[src/rtl/node_fault_pkg.sv]
// shared constants and types for the per-node fault diagnostics store
package node_fault_pkg;
	localparam int NODE_COUNT = 4;
	localparam int NODE_W = 2;
	localparam int ADDR_W = 8;
	// register word index within a node block, byte address = node*32 + word*4
	localparam logic [2:0] IDX_PDO_FAULT = 3'h0;
	localparam logic [2:0] IDX_STARTUP_FAULT = 3'h1;
	localparam logic [2:0] IDX_FAIL_OBJECT = 3'h2;
	localparam logic [2:0] IDX_ABORT_CODE = 3'h3;
	localparam logic [2:0] IDX_VALUE_READ = 3'h4;
	localparam logic [2:0] IDX_VALUE_EXPECTED = 3'h5;
	localparam logic [ADDR_W-1:0] ADDR_IRQ_STATUS = 8'h80;
	localparam logic [ADDR_W-1:0] ADDR_IRQ_MASK = 8'h84;
	localparam logic [ADDR_W-1:0] ADDR_CLEAR = 8'h88;
	localparam logic [15:0] FAULT_RESET = 16'h0000;
	localparam logic [31:0] WORD_RESET = 32'h0000_0000;
	localparam logic [3:0] MASK_RESET = 4'h0;
	// startup fault field layout
	localparam int STARTUP_DIR_BIT = 7;
	localparam int STARTUP_CAUSE_W = 7;

	typedef enum logic [3:0] {
		PDO_NONE = 4'h0,
		PDO_BAD_LENGTH = 4'h1,
		PDO_SYNC_LATE = 4'h2,
		PDO_TO_PREOP = 4'h3,
		PDO_EVENT_LATE = 4'h4,
		PDO_GUARD_LOST = 4'h5,
		PDO_TOGGLE_STUCK = 4'h6,
		PDO_TO_STOPPED = 4'h7,
		PDO_UNKNOWN_STATE = 4'h8,
		PDO_TX_OVERFLOW = 4'h9
	} pdo_fault_t;

	typedef enum logic [6:0] {
		SU_NONE = 7'h00,
		SU_VALUE_MISMATCH = 7'h01,
		SU_BAD_LENGTH = 7'h02,
		SU_TRANSFER_ABORT = 7'h03,
		SU_BAD_BOOTUP = 7'h04
	} startup_cause_t;

	// one reported process-data event
	typedef struct packed {
		logic valid;
		logic [NODE_W-1:0] node;
		pdo_fault_t code;
	} pdo_event_t;

	// one reported boot_config_transfer failure
	typedef struct packed {
		logic valid;
		logic [NODE_W-1:0] node;
		startup_cause_t cause;
		logic download;
		logic [31:0] object;
		logic [31:0] abortCode;
		logic [31:0] valueRead;
		logic [31:0] valueExpected;
	} startup_event_t;
endpackage : node_fault_pkg

[src/rtl/canopen_node_fault_diagnostics.sv]
// per-node fault diagnostic register store with interrupt
// What this block does
// - A wrong-length transmit PDO from a node sets its process-data fault to 1.
// - A late synchronous transmit PDO sets the process-data fault to 2.
// - A node that moved on its own to pre-operational sets the process-data fault to 3.
// - A transmit PDO missing its event timer sets the process-data fault to 4.
// - Lost guarding reply or stopped heartbeat sets the process-data fault to 5.
// - A guarding toggle bit that fails to alternate sets the process-data fault to 6.
// - A node that moved on its own to stopped sets the process-data fault to 7.
// - An unrecognised node_network_state value sets the process-data fault to 8.
// - Overflow of our own transmit queue sets the process-data fault to 9.
// - Startup fault low seven bits hold cause 1 mismatch, 2 bad length, 4 bad boot-up.
// - An aborted boot_config_transfer writes startup cause 3.
// - Startup fault bit 7 is 0 for an upload failure and 1 for a download failure.
// - A boot_config_transfer abort captures the addressed object in a 32-bit entry.
// - The latest abort code of a boot_config_transfer overwrites the 32-bit abort entry.
// - A failed value check captures read and expected values in two 32-bit entries.
`timescale 1ns/1ps
module canopen_node_fault_diagnostics
	import node_fault_pkg::*;
#(
	parameter int NODES = NODE_COUNT
) (
	input wire logic clk_sys,
	input wire logic rst_b,
	input wire pdo_event_t pdoEvent,
	input wire startup_event_t startupEvent,
	input wire logic [ADDR_W-1:0] regAddr,
	input wire logic [31:0] regWriteData,
	input wire logic regWrite,
	input wire logic regRead,
	output logic [31:0] regReadData,
	output logic irq
);
	logic [15:0] pdoFault [NODES];
	logic [15:0] startupFault [NODES];
	logic [31:0] failObject [NODES];
	logic [31:0] abortCode [NODES];
	logic [31:0] valueRead [NODES];
	logic [31:0] valueExpected [NODES];
	logic [3:0] irqStatus;
	logic [3:0] irqMask;
	logic [3:0] next_irqStatus;
	logic pdoHit;
	logic suHit;
	logic abortHit;
	logic checkHit;
	logic clearHit;

	function automatic logic nodeInRange(input logic [NODE_W-1:0] n);
		nodeInRange = 32'(n) < NODES;
	endfunction : nodeInRange

	assign pdoHit = pdoEvent.valid && pdoEvent.code != PDO_NONE && nodeInRange(pdoEvent.node);
	assign suHit = startupEvent.valid && startupEvent.cause != SU_NONE
		&& nodeInRange(startupEvent.node);
	assign abortHit = suHit && startupEvent.cause == SU_TRANSFER_ABORT;
	assign checkHit = suHit && startupEvent.cause == SU_VALUE_MISMATCH;
	// software clears a node's process-data and startup fault codes by writing its number with bit 31 set
	assign clearHit = regWrite && regAddr == ADDR_CLEAR && regWriteData[31];

	// process-data fault code, codes 1..9 written straight from the event
	always_ff @(posedge clk_sys or negedge rst_b) begin
		if (!rst_b) begin
			for (int i = 0; i < NODES; i++) begin
				pdoFault[i] <= FAULT_RESET;
			end
		end else begin
			if (clearHit) begin
				pdoFault[regWriteData[NODE_W-1:0]] <= FAULT_RESET;
			end
			if (pdoHit) begin
				pdoFault[pdoEvent.node] <= {12'h000, pdoEvent.code};
			end
		end
	end

	// startup fault: cause in low bits, direction in bit 7
	always_ff @(posedge clk_sys or negedge rst_b) begin
		if (!rst_b) begin
			for (int i = 0; i < NODES; i++) begin
				startupFault[i] <= FAULT_RESET;
			end
		end else begin
			if (clearHit) begin
				startupFault[regWriteData[NODE_W-1:0]] <= FAULT_RESET;
			end
			if (suHit) begin
				startupFault[startupEvent.node] <= {8'h00, startupEvent.download,
					startupEvent.cause};
			end
		end
	end

	// abort details: object and abort code
	always_ff @(posedge clk_sys or negedge rst_b) begin
		if (!rst_b) begin
			for (int i = 0; i < NODES; i++) begin
				failObject[i] <= WORD_RESET;
				abortCode[i] <= WORD_RESET;
			end
		end else if (abortHit) begin
			failObject[startupEvent.node] <= startupEvent.object;
			abortCode[startupEvent.node] <= startupEvent.abortCode;
		end
	end

	// value check details
	always_ff @(posedge clk_sys or negedge rst_b) begin
		if (!rst_b) begin
			for (int i = 0; i < NODES; i++) begin
				valueRead[i] <= WORD_RESET;
				valueExpected[i] <= WORD_RESET;
			end
		end else if (checkHit) begin
			valueRead[startupEvent.node] <= startupEvent.valueRead;
			valueExpected[startupEvent.node] <= startupEvent.valueExpected;
		end
	end

	// sticky status: bit0 pdo fault, bit1 startup fault, bit2 abort, bit3 check fail
	always_comb begin
		next_irqStatus = irqStatus;
		if (regWrite && regAddr == ADDR_IRQ_STATUS) begin
			next_irqStatus = irqStatus & ~regWriteData[3:0];
		end
		// set wins over clear
		next_irqStatus = next_irqStatus | {checkHit, abortHit, suHit, pdoHit};
	end

	always_ff @(posedge clk_sys or negedge rst_b) begin
		if (!rst_b) begin
			irqStatus <= 4'h0;
		end else begin
			irqStatus <= next_irqStatus;
		end
	end

	always_ff @(posedge clk_sys or negedge rst_b) begin
		if (!rst_b) begin
			irqMask <= MASK_RESET;
		end else if (regWrite && regAddr == ADDR_IRQ_MASK) begin
			irqMask <= regWriteData[3:0];
		end
	end

	assign irq = |(irqStatus & irqMask);

	// read port, data one cycle after the strobe, unmapped reads zero
	always_ff @(posedge clk_sys or negedge rst_b) begin
		if (!rst_b) begin
			regReadData <= WORD_RESET;
		end else if (regRead) begin
			regReadData <= WORD_RESET;
			if (regAddr == ADDR_IRQ_STATUS) begin
				regReadData <= {28'h0000000, irqStatus};
			end else if (regAddr == ADDR_IRQ_MASK) begin
				regReadData <= {28'h0000000, irqMask};
			end else if (!regAddr[7] && regAddr[1:0] == 2'h0
					&& nodeInRange(regAddr[5+NODE_W-1:5])) begin
				case (regAddr[4:2])
					IDX_PDO_FAULT: regReadData <= {16'h0000, pdoFault[regAddr[5+NODE_W-1:5]]};
					IDX_STARTUP_FAULT: regReadData <= {16'h0000,
						startupFault[regAddr[5+NODE_W-1:5]]};
					IDX_FAIL_OBJECT: regReadData <= failObject[regAddr[5+NODE_W-1:5]];
					IDX_ABORT_CODE: regReadData <= abortCode[regAddr[5+NODE_W-1:5]];
					IDX_VALUE_READ: regReadData <= valueRead[regAddr[5+NODE_W-1:5]];
					IDX_VALUE_EXPECTED: regReadData <= valueExpected[regAddr[5+NODE_W-1:5]];
					default: regReadData <= WORD_RESET;
				endcase
			end
		end
	end
endmodule : canopen_node_fault_diagnostics

[config.mk]
export PLATFORM = sky130hd
export DESIGN_NAME = canopen_node_fault_diagnostics
export DESIGN_NICKNAME = d
export VERILOG_FILES = /design/src/rtl/node_fault_pkg.sv /design/src/rtl/canopen_node_fault_diagnostics.sv
export SDC_FILE = /design/constraint.sdc
export NUM_CORES = 1
export LEC_CHECK = 0
export ABC_AREA = 1
export BUFFER_PORTS_ARGS = -buffer_cell sky130_fd_sc_hd__buf_2
export CORE_MARGIN = 2
export CORE_UTILIZATION = 35
export DETAILED_ROUTE_END_ITERATION = 8
export PLACE_DENSITY = 0.62
export SETUP_SLACK_MARGIN = 0.3
export SYNTH_ARGS = -nofsm -noshare
export SYNTH_HDL_FRONTEND = slang
export SYNTH_SLANG_ARGS = --single-unit
[constraint.sdc]
create_clock -name clk_sys -period 1.45 [get_ports clk_sys]
set_input_delay 0.0725 -clock clk_sys [delete_from_list [all_inputs] [get_ports clk_sys]]
set_output_delay 0.0725 -clock clk_sys [all_outputs]
set_load 0.01 [all_outputs]
==> out/qor.csv, run 1 <==
metric,value,unit
netlist_area,30930,µm²
finalCritPeriodShare,0.9469,
ctsRootBufferMaster,clkbuf_16,
routabilityCongestion,0.8789,
tightest_slew,826.4,ps
io_pins,223,
fp.dieArea,90750,µm²
ys_types,28,
clock_path_buffers,3,
grt_pass1_vias,26730,
dp_cells,5105,
synth-simple-area-share,0.1986,
grtUsageTotal,0.2186,
fin_crit,1373,ps
synthMuxAreaShare,0,
worstHoldStart,pdoEvent[1],
grt_max_degree,91,
hold_class,primary input to register,
cp-end-kind,async pin,
io_buffers,195,
wirelength,99510,µm
antenna_found_initial,0,
drt_pass1_iterations,7,
powerDensity,1114,nW/µm²
reg2reg_from,valueExpected[32],
cp.required,2110,ps
crit_path_top_delay_cell,dlygate4sd3_1,
synth_fp_nets,3972,
path_buf_inv,3,
grt_pass1_wl,156200,µm
crit_family,buffers and inverters,
multiInputGateArea,12460,µm²
outcome,finished clean,
viasPerCell,5.028,
cp_data_arrival_time,2030,ps
rsz0062_at_grt,true,
setup_viol,0,
wire_per_inst,18.27,µm
ys_seq_area_frac,0.5502,
final_cells,5445,
mostFrequentLayoutCells,"nand2_1 (946), dfrtp_1 (676), o21ai_0 (617)",
reg2reg_depth,12,
cp_common_cell,dlygate4sd3_1,
postSynthCellCount,3782,
cts_tree,yes,
ys_ff_latch,680,
synth_fa_ha_area_frac,0,
final_core_util,0.4580,
worstSetupStartpointType,primary input,
pre_cts_ws,-343.2,ps
skew,39.90,ps
critPathMaxFanout,14,
yosysWarnings,0,
layout_commonest_cell,nand2_1,
finalPower,0.04490,W
cts.clk_slew.worst_paths,60,ps
start_util,0.3516,
core-area,87970,µm²
hpwlAfterDp,65920,µm
synthToLayoutAreaGrowth,30.29,%
nNetsFinal,4413,
vdd_ir_drop_max,1009,µV
drc,0,
fillers,8632,
die_width,301.3,µm
hold_end,irqStatus[0],
die_h,301.3,µm
synthXorXnorAreaFrac,0,
overflow,0,
synth_compound_area_frac,0.1714,
reg2reg_slack,80,ps
cts_buffers,78,
max_freq,0.7283,GHz
max_slew_margin,0.4478,
fp-row-count,109,
cp_slowest_stage_delay,1100,ps
p_leak,19.78,nW
crit_chain,dlygate4sd3_1 -> buf_8 -> dlygate4sd3_1,
syn_avg_cell_area,8.177,µm²
drt_iter0_drc,2260,
clkSinkCount,680,
n_antenna_cell,0,
timing.rr.end,regReadData[0],
maxCapViolations,0,
antenna_left,0,
regArea,17020,µm²
critPathKind,primary input to async pin,
clock_latency,640,ps
synth_top_family_by_area,simple AND/OR/NAND/NOR gates,
hold_violations,0,
htreeDepth,3,
hold_depth,5,
maxSlewViolCount,0,
layout-drive-gt1-share,0.2042,
finalWorstSetupSlack,77.03,ps
num_vias,27380,
[repair_timing]
action	CTS	global route
hold buffers	151	3
setup buffers	25	25
gates resized for setup	175	167
hold endpoints to repair	1301	15
setup endpoints to repair	62	139
cloned	0	0
pin swaps	73	100
[power breakdown]
| group | switching, W | total [W] | internal, W |
|---|---|---|---|
| Clock | 0.00828 | 0.0201 | 0.0118 |
| Combinational | 0.00281 | 0.00481 | 0.00200 |
| Sequential | 0.000376 | 0.0200 | 0.0196 |
| Total | 0.0115 | 0.0449 | 0.0334 |
[cells in the mapped netlist, drive strengths merged]
master | count | area, µm²
dfrtp | 680 | 17020
nor2 | 351 | 1403
o21a | 1 | 7.510
o21ai | 880 | 4404
buf | 111 | 740.7
nand4 | 3 | 33.78
nor3 | 13 | 70.07
clkbuf | 150 | 563.0
a21oi | 16 | 80.08
nand2 | 998 | 3761
nand3 | 143 | 875.8
o22ai | 128 | 800.8
inv | 307 | 1162
o21bai | 1 | 7.510
[sequential cells by signal, indices dropped and copies added (netlist names)]
signal and count:
irqMask 4, valueRead 128, regReadData 32, startupFault 64, abortCode 128, valueExpected 128, irqStatus 4, pdoFault 64
failObject 128
[stage by stage]
stage / hold slack [ps] / setup TNS (ps) / cell area, µm²
floorplan: -223.1 / 0 / 31300
global route: 40.38 / -104.8 / 40290
CTS: -68.68 / 0 / 39740
detailed placement: -26.50 / -150750 / 34990
global placement: -21.22 / -143980 / 34990
finish: 31.14 / 0 / 40290
[area by class of cell]
type                            instances  area share
Inverter                              307     0.02934
Sequential cell                       680      0.4224
Tap cell                             1165     0.03618
Multi-Input combinational cell       2534      0.3093
Clock buffer                          119     0.05748
Clock inverter                         18    0.007515
Timing Repair Buffer                  622      0.1378
[worst max-delay path by stage]
stage,startpoint,to,slack (ps),cells past startpoint
after floorplan,regAddr[5],pdoFault[0],80,11
after CTS,failObject[99],regReadData[3],40,13
final,rst_b,valueRead[10],80,3
after global placement,startupEvent[135],startupFault[33],-320,12
after global routing,pdoFault[51],regReadData[3],-50,13
after detailed placement,startupEvent[135],startupFault[50],-340,12
[worst min-delay path, stage by stage]
cell and delay (ps):
buf_2 70, inv_1 40, nand3_1 60, o21a_2 230, o21bai_1 140
[routing by layer]
layer	up-vias	part of all wire	track usage	routed length (µm)
li1	13150	-	-	-
met1	13310	0.46	0.3129	45790
met2	763	0.46	0.3470	45840
met3	159	0.049	0.02428	4887
met4	0	0.030	0.06918	2995
met5	-	0	0	0
[cell families after synthesis]
kind of cell    count (synthesis)
simple gates                 1508
buf+inv                       568
flops                         680
compound gates               1026
No activity file was read; power rests on OpenSTA's default activity.
==> run 2: changes to the inputs <==
--- a/config.mk
+++ b/config.mk
@@ -10,8 +10,11 @@
 export CORE_MARGIN = 2
 export CORE_UTILIZATION = 35
 export DETAILED_ROUTE_END_ITERATION = 8
+export GPL_ROUTABILITY_DRIVEN = 0
 export PLACE_DENSITY = 0.62
+export RECOVER_POWER = 50
 export SETUP_SLACK_MARGIN = 0.3
 export SYNTH_ARGS = -nofsm -noshare
 export SYNTH_HDL_FRONTEND = slang
 export SYNTH_SLANG_ARGS = --single-unit
+export TNS_END_PERCENT = 100
==> run 2 against run 1 <==
Net effect:
- setup slack got worse by 25 ps
- sequential power about the same
- total power fell by 0.27%
- flip-flop and latch count is the same
- final area decreased by 0.71%
- sequential share of layout area is 0.30 points higher
- largest power group unchanged
- critical endpoint is now valueRead[86]
- first-iteration DRC count up 0.18%
- via count grew 0.25%
==> out/qor.csv, run 2 (synthesis results as in run 1) <==
metric,value,unit
core-area,87970,µm²
wirelength,99380,µm
skew,34.09,ps
fin_crit,1398,ps
critPathKind,primary input to register,
rsz0062_at_grt,true,
cp-end-kind,register,
fillers,8675,
die_h,301.3,µm
worstHoldStart,pdoEvent[1],
layout-drive-gt1-share,0.2009,
mostFrequentLayoutCells,"nand2_1 (946), dfrtp_1 (676), o21ai_0 (617)",
hold_depth,5,
viasPerCell,5.041,
hold_violations,0,
cts_tree,yes,
nNetsFinal,4413,
crit_start,startupEvent[135],
io_buffers,195,
cp.required,1960,ps
fp.dieArea,90750,µm²
vdd_ir_drop_max,999.6,µV
antenna_found_initial,0,
critPathMaxFanout,74,
drt_pass1_iterations,6,
cp_slowest_stage_delay,500,ps
synthToLayoutAreaGrowth,29.36,%
max_freq,0.7155,GHz
final_cells,5445,
overflow,0,
hold_end,irqStatus[0],
antenna_left,0,
cp_data_arrival_time,1900,ps
cts_buffers,78,
htreeDepth,3,
crit_chain,buf_2 -> inv_2 -> nand3_1 -> nor2_2 -> clkbuf_1 -> nand3_4 -> buf_12 -> nand2_1 -> o21ai_0,
reg2reg_slack,80,ps
tightest_slew,957.2,ps
finalCritPeriodShare,0.9638,
io_pins,223,
reg2reg_depth,12,
grt_max_degree,91,
grt_pass1_vias,26730,
final_core_util,0.4548,
dp_cells,5105,
num_vias,27450,
drt_iter0_drc,2264,
hpwlAfterDp,65920,µm
hold_class,primary input to register,
finalWorstSetupSlack,52.46,ps
clock_path_buffers,3,
pre_cts_ws,-343.2,ps
ctsRootBufferMaster,clkbuf_16,
cts.clk_slew.worst_paths,60,ps
maxSlewViolCount,0,
start_util,0.3516,
clock_latency,630,ps
max_slew_margin,0.3619,
setup_viol,0,
grt_pass1_wl,156200,µm
crit_path_top_delay_cell,clkbuf_1,
reg2reg_from,valueExpected[32],
outcome,finished clean,
layout_commonest_cell,nand2_1,
die_width,301.3,µm
n_antenna_cell,0,
powerDensity,1119,nW/µm²
wire_per_inst,18.25,µm
clkSinkCount,680,
p_leak,19.66,nW
grtUsageTotal,0.2186,
timing.rr.end,regReadData[0],
fp-row-count,109,
drc,0,
worstSetupStartpointType,primary input,
maxCapViolations,0,
==> run 2: per-layer routing <==
| layer | track usage | share of wire |
|---|---|---|
| met1 | 0.3129 | 0.46 |
| met2 | 0.3470 | 0.46 |
| met3 | 0.02428 | 0.053 |
| met4 | 0.06918 | 0.030 |
| met5 | 0 | 0 |
==> run 2: final cells by class <==
type / count / area (µm²) / area share
Multi-Input combinational cell: 2534 / 12450 / 0.3111
Inverter: 307 / 1182 / 0.02955
Sequential cell: 680 / 17020 / 0.4255
Clock inverter: 18 / 302.8 / 0.007568
Tap cell: 1165 / 1458 / 0.03643
Timing Repair Buffer: 622 / 5279 / 0.1319
Clock buffer: 119 / 2316 / 0.05789
==> run 2: worst max-delay path, delay by kind of cell <==
family	cells	cell delay [ps]
and+or+nand+nor	4	730
AOI/OAI and AO/OA	1	80
buffers and inverters	4	960
==> run 2: worst max path at each step <==
stage	slack, ps	to
global placement	-320	startupFault[33]
detailed placement	-340	startupFault[50]
floorplan	80	pdoFault[0]
global route	-50	regReadData[3]
finish	50	valueRead[86]
CTS	40	regReadData[3]
==> run 2: what timing repair did <==
action / in CTS / in global routing
hold endpoints to repair: 1301 / 15
pin swaps: 73 / 100
endpoints found under the setup margin: 62 / 139
buffers inserted: 25 / 25
hold buffers: 151 / 3
resized for setup: 175 / 167
==> run 2: power breakdown <==
part,leakage (nW),internal (W),switching [W],total [W]
Combinational,9.02,0.00192,0.00280,0.00472
Clock,1.28,0.0118,0.00826,0.0201
Sequential,9.36,0.0196,0.000377,0.0200
Total,19.7,0.0333,0.0114,0.0448
==> run 2: metrics by stage <==
step	hold WS [ps]	total power (W)	TNS [ps]	instance area (µm²)
after detailed placement	-26.50	0.02448	-150750	34990
after floorplan	-223.1	0.02234	0	31300
after global placement	-21.22	0.02444	-143980	34990
after CTS	-68.68	0.04513	0	39740
final	28.59	0.04478	0	40010
after global routing	38.15	0.04656	-96.97	40010
